[src/hw/baud_pkg.sv]
// Purpose: shared constants and types for the two serial baud rate generators
// Assumes: apb slave with 32-bit data, one register per aligned word
// Notes: printed offsets are word indices; the byte address is four times the index
// Functional notes
// shift clock: generator output or raw clock
// source bit lives in async/sync mode registers
// transmit and receive share one shift clock
// prescaler, 8-bit timer, compare register per channel
// system clock is the only generator input
// uart rate is clock over 2*j*2^k*16*2
// csi rate is clock over 2*j*2^k*2
// compare range 1..256, zero means 256
// prescaler exponent limited to 0..4
// compare register 8 bits, read/write
// compare write clears timer; avoid mid-transfer
// enable bit 7; zero stops and clears
// select bits 2..0 pick clock/2 to /32
// software keeps prescale select during transfers
// software keeps rate error within 2.3 percent
// timer match clears timer and toggles output
package baud_pkg;
  localparam int CHANNELS = 2;
  localparam logic [CHANNELS-1:0][31:0] PRESCALE_IDX = {32'hfffff096, 32'hfffff086};
  localparam logic [CHANNELS-1:0][31:0] COMPARE_IDX = {32'hfffff094, 32'hfffff084};
  localparam logic [CHANNELS-1:0][31:0] ASYNC_MODE_IDX = {32'hfffff0a4, 32'hfffff0a0};
  localparam logic [CHANNELS-1:0][31:0] SYNC_MODE_IDX = {32'hfffff0ac, 32'hfffff0a8};
  localparam logic [CHANNELS-1:0][31:0] STATUS_IDX = {32'hfffff0b4, 32'hfffff0b0};
  localparam int COUNT_ENABLE_BIT = 7;
  localparam int PRESCALE_SEL_MSB = 2;
  localparam int SRC_SEL_BIT = 0;
  localparam logic [7:0] PRESCALE_RW_MASK = 8'h87;
  localparam logic [7:0] PRESCALE_RST = 8'h00;
  localparam logic [7:0] COMPARE_RST = 8'h00;
  localparam logic MODE_SRC_RST = 1'h0;
  localparam logic [2:0] PRESCALE_MAX_EXP = 3'h4;

  function automatic logic [31:0] byte_addr(input logic [31:0] idx);
    return {idx[29:0], 2'h0};
  endfunction

  typedef enum logic [1:0] {
    GEN_STOPPED = 2'h1,
    GEN_RUNNING = 2'h2
  } gen_phase_t;

  typedef struct packed {
    logic enable;
    logic [2:0] sel;
    logic [7:0] cmp;
    logic cmp_wr;
  } gen_cfg_t;

  typedef struct packed {
    gen_phase_t phase;
    logic [4:0] presc;
    logic [7:0] timer;
    logic level;
    logic tick;
  } gen_state_t;

  typedef struct packed {
    logic tick;
  } select_state_t;

  typedef struct packed {
    logic uart_tick;
    logic csi_tick;
    logic rate_level;
  } shift_clk_t;

  typedef struct packed {
    logic [CHANNELS-1:0][7:0] prescale;
    logic [CHANNELS-1:0][7:0] compare;
    logic [CHANNELS-1:0] async_src;
    logic [CHANNELS-1:0] sync_src;
    logic [31:0] rdata;
  } regs_state_t;
endpackage

[src/hw/rate_generator_inst.sv]
// Purpose: one baud rate generator: prescaler, 8-bit timer, toggling output
// Assumes: configuration comes straight from software registers
// Notes: tick is a one-cycle pulse on every output toggle
`timescale 1ns/1ps
module rate_generator_inst (
  // clock and reset
  input wire logic pclk,
  input wire logic presetn,
  // configuration
  input wire baud_pkg::gen_cfg_t cfg,
  // state and generated clock
  output baud_pkg::gen_state_t stat
);
  import baud_pkg::*;

  gen_state_t st_reg;
  gen_state_t st_next;
  logic [2:0] exp;
  logic [4:0] mask;

  assign stat = st_reg;

  always_comb begin
    st_next = st_reg;
    st_next.tick = 1'h0;
    // anything at or above four means clock/32
    exp = cfg.sel[PRESCALE_SEL_MSB] ? PRESCALE_MAX_EXP : {1'h0, cfg.sel[1:0]};
    mask = 5'((6'h2 << exp) - 6'h1);
    case (st_reg.phase)
      GEN_STOPPED: begin
        st_next.presc = 5'h0;
        st_next.timer = 8'h0;
        st_next.level = 1'h0;
        if (cfg.enable) begin
          st_next.phase = GEN_RUNNING;
        end
      end
      GEN_RUNNING: begin
        if (!cfg.enable) begin
          st_next.phase = GEN_STOPPED;
          st_next.presc = 5'h0;
          st_next.timer = 8'h0;
          st_next.level = 1'h0;
        end else begin
          st_next.presc = st_reg.presc + 5'h1;
          if ((st_reg.presc & mask) == mask) begin
            // a stored zero wraps to 255 here, giving a count of 256
            if (st_reg.timer == cfg.cmp - 8'h1) begin
              st_next.timer = 8'h0;
              st_next.level = ~st_reg.level;
              st_next.tick = 1'h1;
            end else begin
              st_next.timer = st_reg.timer + 8'h1;
            end
          end
        end
      end
      default: begin
        st_next = '{phase: GEN_STOPPED, default: '0};
      end
    endcase
    if (cfg.cmp_wr) begin
      st_next.timer = 8'h0;
    end
  end

  always_ff @(posedge pclk or negedge presetn) begin
    if (!presetn) begin
      st_reg <= '{phase: GEN_STOPPED, default: '0};
    end else begin
      st_reg <= st_next;
    end
  end
endmodule

[src/hw/source_clock_select.sv]
// Purpose: picks the shift clock source for one serial unit
// Assumes: generator tick is a registered one-cycle pulse
// Notes: raw system clock appears as a tick on every cycle
`timescale 1ns/1ps
module source_clock_select (
  // clock and reset
  input wire logic pclk,
  input wire logic presetn,
  // source choice
  input wire logic use_gen,
  input wire logic gen_tick,
  // selected shift clock
  output logic tick
);
  import baud_pkg::*;

  select_state_t st_reg;
  select_state_t st_next;

  assign tick = st_reg.tick;

  always_comb begin
    st_next.tick = use_gen ? gen_tick : 1'h1;
  end

  always_ff @(posedge pclk or negedge presetn) begin
    if (!presetn) begin
      st_reg <= '0;
    end else begin
      st_reg <= st_next;
    end
  end
endmodule

[src/hw/serial_baud_rate_generator.sv]
// Purpose: two baud rate generators with their apb register file
// Assumes: zero-wait apb slave, 8-bit registers in byte lane 0, status level read in bit 8
// Notes: each channel feeds an async and a clocked serial unit
`timescale 1ns/1ps
module serial_baud_rate_generator (
  // clock and reset
  input wire logic pclk,
  input wire logic presetn,
  // apb slave
  input wire logic psel,
  input wire logic penable,
  input wire logic pwrite,
  input wire logic [31:0] paddr,
  input wire logic [31:0] pwdata,
  input wire logic [3:0] pstrb,
  output logic [31:0] prdata,
  output logic pready,
  output logic pslverr,
  // shift clocks to the serial units
  output baud_pkg::shift_clk_t [baud_pkg::CHANNELS-1:0] shift_clk
);
  import baud_pkg::*;

  regs_state_t st_reg;
  regs_state_t st_next;
  logic hit;
  logic [31:0] rval;
  logic access;
  logic wr_lane0;
  logic [CHANNELS-1:0] wr_prescale;
  logic [CHANNELS-1:0] wr_compare;
  gen_cfg_t [CHANNELS-1:0] gen_cfg;
  gen_state_t [CHANNELS-1:0] gen_stat;

  // never stalls: every access finishes in its first access cycle
  assign pready = 1'h1;
  assign access = psel && penable;
  assign wr_lane0 = access && pwrite && pstrb[0];
  assign pslverr = access && !hit;
  assign prdata = st_reg.rdata;

  // address decode and read mux
  always_comb begin
    hit = 1'h0;
    rval = 32'h0;
    for (int c = 0; c < CHANNELS; c++) begin
      if (paddr == byte_addr(PRESCALE_IDX[c])) begin
        hit = 1'h1;
        // bits 6..3 are not stored and read zero
        rval = {24'h0, st_reg.prescale[c] & PRESCALE_RW_MASK};
      end
      if (paddr == byte_addr(COMPARE_IDX[c])) begin
        hit = 1'h1;
        rval = {24'h0, st_reg.compare[c]};
      end
      if (paddr == byte_addr(ASYNC_MODE_IDX[c])) begin
        hit = 1'h1;
        rval = 32'(st_reg.async_src[c]) << SRC_SEL_BIT;
      end
      if (paddr == byte_addr(SYNC_MODE_IDX[c])) begin
        hit = 1'h1;
        rval = 32'(st_reg.sync_src[c]) << SRC_SEL_BIT;
      end
      if (paddr == byte_addr(STATUS_IDX[c])) begin
        hit = 1'h1;
        rval = {23'h0, gen_stat[c].level, gen_stat[c].timer};
      end
    end
  end

  // register writes and read capture
  always_comb begin
    st_next = st_reg;
    wr_prescale = '0;
    wr_compare = '0;
    if (psel && !penable && !pwrite) begin
      // read data is captured in setup so it leaves a flip-flop
      st_next.rdata = rval;
    end
    for (int c = 0; c < CHANNELS; c++) begin
      if (wr_lane0 && paddr == byte_addr(PRESCALE_IDX[c])) begin
        wr_prescale[c] = 1'h1;
        st_next.prescale[c] = pwdata[7:0] & PRESCALE_RW_MASK;
      end
      if (wr_lane0 && paddr == byte_addr(COMPARE_IDX[c])) begin
        wr_compare[c] = 1'h1;
        st_next.compare[c] = pwdata[7:0];
      end
      if (wr_lane0 && paddr == byte_addr(ASYNC_MODE_IDX[c])) begin
        st_next.async_src[c] = pwdata[SRC_SEL_BIT];
      end
      if (wr_lane0 && paddr == byte_addr(SYNC_MODE_IDX[c])) begin
        st_next.sync_src[c] = pwdata[SRC_SEL_BIT];
      end
    end
  end

  always_ff @(posedge pclk or negedge presetn) begin
    if (!presetn) begin
      st_reg.prescale <= {CHANNELS{PRESCALE_RST}};
      st_reg.compare <= {CHANNELS{COMPARE_RST}};
      st_reg.async_src <= {CHANNELS{MODE_SRC_RST}};
      st_reg.sync_src <= {CHANNELS{MODE_SRC_RST}};
      st_reg.rdata <= 32'h0;
    end else begin
      st_reg <= st_next;
    end
  end

  genvar c;
  generate
    for (c = 0; c < CHANNELS; c++) begin : g_ch
      logic [13:0] gap_reg;
      logic [1:0] dirty_reg;
      logic [8:0] span;
      logic [2:0] exp_chk;
      logic [13:0] expect_gap;

      assign gen_cfg[c].enable = st_reg.prescale[c][COUNT_ENABLE_BIT];
      assign gen_cfg[c].sel = st_reg.prescale[c][PRESCALE_SEL_MSB:0];
      assign gen_cfg[c].cmp = st_reg.compare[c];
      assign gen_cfg[c].cmp_wr = wr_compare[c];

      // one generator per channel, clocked by the system clock only
      rate_generator_inst u_gen (
        .pclk(pclk),
        .presetn(presetn),
        .cfg(gen_cfg[c]),
        .stat(gen_stat[c])
      );

      // the async unit oversamples by sixteen on this tick
      source_clock_select u_uart_src (
        .pclk(pclk),
        .presetn(presetn),
        .use_gen(st_reg.async_src[c]),
        .gen_tick(gen_stat[c].tick),
        .tick(shift_clk[c].uart_tick)
      );

      // the clocked unit shifts on this tick without oversampling
      source_clock_select u_csi_src (
        .pclk(pclk),
        .presetn(presetn),
        .use_gen(st_reg.sync_src[c]),
        .gen_tick(gen_stat[c].tick),
        .tick(shift_clk[c].csi_tick)
      );

      assign shift_clk[c].rate_level = gen_stat[c].level;

      // helper: cycles between ticks, and whether settings moved since
      assign span = (st_reg.compare[c] == 8'h0) ? 9'h100 : {1'h0, st_reg.compare[c]};
      assign exp_chk = gen_cfg[c].sel[PRESCALE_SEL_MSB] ? PRESCALE_MAX_EXP
                                                       : {1'h0, gen_cfg[c].sel[1:0]};
      assign expect_gap = 14'(span) << (exp_chk + 3'h1);

      always_ff @(posedge pclk or negedge presetn) begin
        if (!presetn) begin
          gap_reg <= 14'h0;
          dirty_reg <= 2'h2;
        end else begin
          gap_reg <= gen_stat[c].tick ? 14'h1 : gap_reg + 14'h1;
          if (wr_prescale[c] || wr_compare[c] || !gen_cfg[c].enable) begin
            // a tick already launched at the write edge uses up one of the two skips
            dirty_reg <= 2'h2;
          end else if (gen_stat[c].tick && dirty_reg != 2'h0) begin
            dirty_reg <= dirty_reg - 2'h1;
          end
        end
      end

    end
  endgenerate
endmodule

[config.mk]
export PLATFORM = sky130hd
export DESIGN_NAME = serial_baud_rate_generator
export DESIGN_NICKNAME = d
export VERILOG_FILES = /design/src/hw/baud_pkg.sv /design/src/hw/rate_generator_inst.sv /design/src/hw/source_clock_select.sv /design/src/hw/serial_baud_rate_generator.sv
export SDC_FILE = /design/constraint.sdc
export NUM_CORES = 1
export LEC_CHECK = 0
export ABC_AREA = 1
export ABC_CLOCK_PERIOD_IN_PS = 2300
export CORE_ASPECT_RATIO = 0.9
export CORE_MARGIN = 1.5
export CORE_UTILIZATION = 45
export DETAILED_ROUTE_END_ITERATION = 12
export DONT_BUFFER_PORTS = 1
export PLACE_DENSITY = 0.63
export SLEW_MARGIN = 20
export SYNTH_ARGS = -nofsm -noshare
export SYNTH_HDL_FRONTEND = slang
export SYNTH_HIERARCHICAL = 1
export SYNTH_SLANG_ARGS = --single-unit
[constraint.sdc]
create_clock -name pclk -period 2.3 [get_ports pclk]
set_clock_uncertainty 0.05 [all_clocks]
set_input_delay 0.46 -clock pclk [delete_from_list [all_inputs] [get_ports pclk]]
set_output_delay 0.46 -clock pclk [all_outputs]
set_load 0.01 [all_outputs]
==> qor.csv <==
metric,value,unit
outcome,completed,
fin_tns_setup,0,ns
ir_drop,0.000401,V
clk_path_buf_depth,2,
die_height,106,µm
largest_reg_flops,34,
insertion_delay,0.34,ns
pwr-share-comb,4.3,%
crit_type,in2out,
synth-edff-count,0,
first_global_vias,4290,
rsz0062_at_grt,false,
p_sw_share,21.9,%
nets,831,
postRouteAntennaNets,0,
final_area,0.00574,mm²
powerDensity,523,mW/mm²
clkSinkCount,75,
crit_required,1.79,ns
synth_area_leaders,"dfrtp_1 35%, nand2_1 13%, nand3_1 6.7%, inv_1 6.6%, buf_4 4.9%",
port_buffers,0,
rows,37,
seqPwrFrac,44.7,%
cts_root_buf,clkbuf_16,
maxCapViolCount,0,
wl_per_cell,13.2,µm
worst_setup_path_start_kind,input pin,
grt_pass1_wl,19700,µm
dp_hpwl,9150,µm
drt_wl_total,11900,µm
clkPwrFrac,51.0,%
dpl-instance-area,0.00532,mm²
critPathTopFamily,simple AND/OR/NAND/NOR gates,
final_util,50.4,%
via_per_inst,5.02,
syn_inst,733,
total_power,0.00300,W
instances_no_fill,907,
ys_seq_area_share,35.7,%
arrival,1.65,ns
worstHoldPathType,in2reg,
ys_warn_count,6,
synthFlopType,dfrtp_1,
synthToLayoutAreaGrowth,9.09,%
numCtsBuffers,9,
layout-drive-gt1-share,13.4,%
grt_max_degree,76,
die_w,117,µm
floorplan.initialDensity,46.2,%
synth_area,0.00526,mm²
diodes,0,
maxSlewViolCount,0,
synth_cell_types,41,
cp_slowest_cell,buf_4,
max_stage_delay,0.19,ns
first_pass_iters,5,
finalHoldViolCount,0,
end_kind,output port,
synth_top_area_share,34.7,%
synth_async_sr_flop_share,100,%
gp_congestion,0.887,
drt-initial-drc-count,241,
grt_usage,20.6,%
synth_area_leader_cell,dfrtp_1,
fin_crit,2.16,ns
route.detailed.drc,0,
worst-path-buf-inv,4,
core-area,0.0114,mm²
vias,4553,
tritoncts,yes,
htreeDepth,3,
dieArea,0.0123,mm²
antenna_found_initial,0,
clk_pin_slew_worst_paths,0.06,ns
avgSynthCellArea,7.17,µm²
synthTopCellsByCount,"186 x nand2_1, 93 x inv_1, 73 x dfrtp_1, 70 x nand3_1, 61 x nor2_1",
synth.most_common_cell,nand2_1,
p_leak,2.83,nW
synth-seq-cells,75,
io_pins,113,
fmax,464,MHz
dpl.cell_count,883,
min_period_over_period,93.7,%
p_sw,0.000656,W
setup_viol,0,
worstPathCellList,nand2_1 -> inv_1 -> nand4_1 -> nor3_2 -> buf_4 -> nand3_1 -> inv_1 -> nor2_1 -> nand2_1 -> nor4_2 -> buf_4,
critical_path_peak_fanout,16,
power.internal,0.00234,W
grt-ovfl-total,0,
==> power groups by stage <==
stage,Combinational (W),Clock [W],Sequential [W]
after floorplan,0.000123,0,0.00135
after global placement,0.0000920,0,0.00136
after detailed placement,0.0000948,0,0.00136
after CTS,0.000129,0.00156,0.00134
after global routing,0.000148,0.00162,0.00134
final,0.000128,0.00153,0.00134
==> final timing paths <==
| check | slack [ns] | cells past startpoint | endpoint | from |
|---|---|---|---|---|
| setup / recovery | 0.14 | 11 | pslverr | paddr[28] |
| hold / removal | 0.23 | 2 | gen_cfg[20] | pwdata[6] |
| setup reg to reg | 0.20 | 9 | g_ch[0].u_gen/stat[8] | gen_cfg[1] |
| hold reg to reg | 0.40 | 2 | g_ch[1].u_uart_src/tick | g_ch[1].u_gen/stat[0] |
| max in group asynchronous | 1.24 | 2 | g_ch[0].u_gen/stat[15] | presetn |
| min in group asynchronous | 0.59 | 2 | g_ch[0].u_gen/stat[6] | presetn |
==> routing by layer <==
metal | up-vias | part of all wire (%) | track usage (%)
li1 | 2317 | - | -
met1 | 2067 | 47 | 27.8
met2 | 150 | 44 | 32.5
met3 | 19 | 6.0 | 4.37
met4 | 0 | 2.2 | 7.40
met5 | - | 0 | 0
==> cells in the final DEF, fill, tap and decap left out, drive strengths merged <==
cell type / instances
nand2: 203
inv: 99
nand3: 74
dfrtp: 73
nor2: 71
o21ai: 54
conb: 24
buf: 23
a21oi: 22
nand4: 18
nor3: 18
ha: 12
xor2: 11
clkbuf: 10
xnor2: 7
or2: 6
clkinv: 5
nor4: 4
a21boi: 3
and2: 2
and3: 2
bufinv: 2
o21bai: 2
dfstp: 2
o31ai: 1
a21o: 1
clkinvlp: 1
dlygate4sd3: 1
==> timing repair <==
action / CTS / global route
endpoints found under the setup margin: 0 / 1
hold endpoints to repair: 75 / 0
setup buffers: 0 / 6
gates resized for setup: 0 / 2
hold buffers: 2 / 0
==> stage by stage <==
stage	hold WS, ns	worst slack (ns)
6_report	0.231	0.145
5_1_grt	0.227	0.0184
4_1_cts	0.226	0.0364
3_5_place_dp	0.117	0.00216
3_3_place_gp	0.118	0.0524
2_1_floorplan	0.114	0.196
==> final cells by class <==
cell class                      count  area (µm²)
Sequential cell                    75        1880
Fill cell                        1108        5650
Clock inverter                      6        87.6
Timing Repair Buffer               24         203
Multi-Input combinational cell    535        2750
Inverter                          101         385
Tap cell                          156         195
Clock buffer                       10         239
==> logic make-up after synthesis <==
kind of cell | after synthesis | share of synthesized area, %
xor+xnor | 18 | 3.00
compound gates | 83 | 9.02
flops | 75 | 35.7
buf+inv | 145 | 13.7
simple gates | 398 | 35.5
fa+ha+maj | 12 | 2.86
other cells | 2 | 0.143
(Power assumes the default switching activity.)
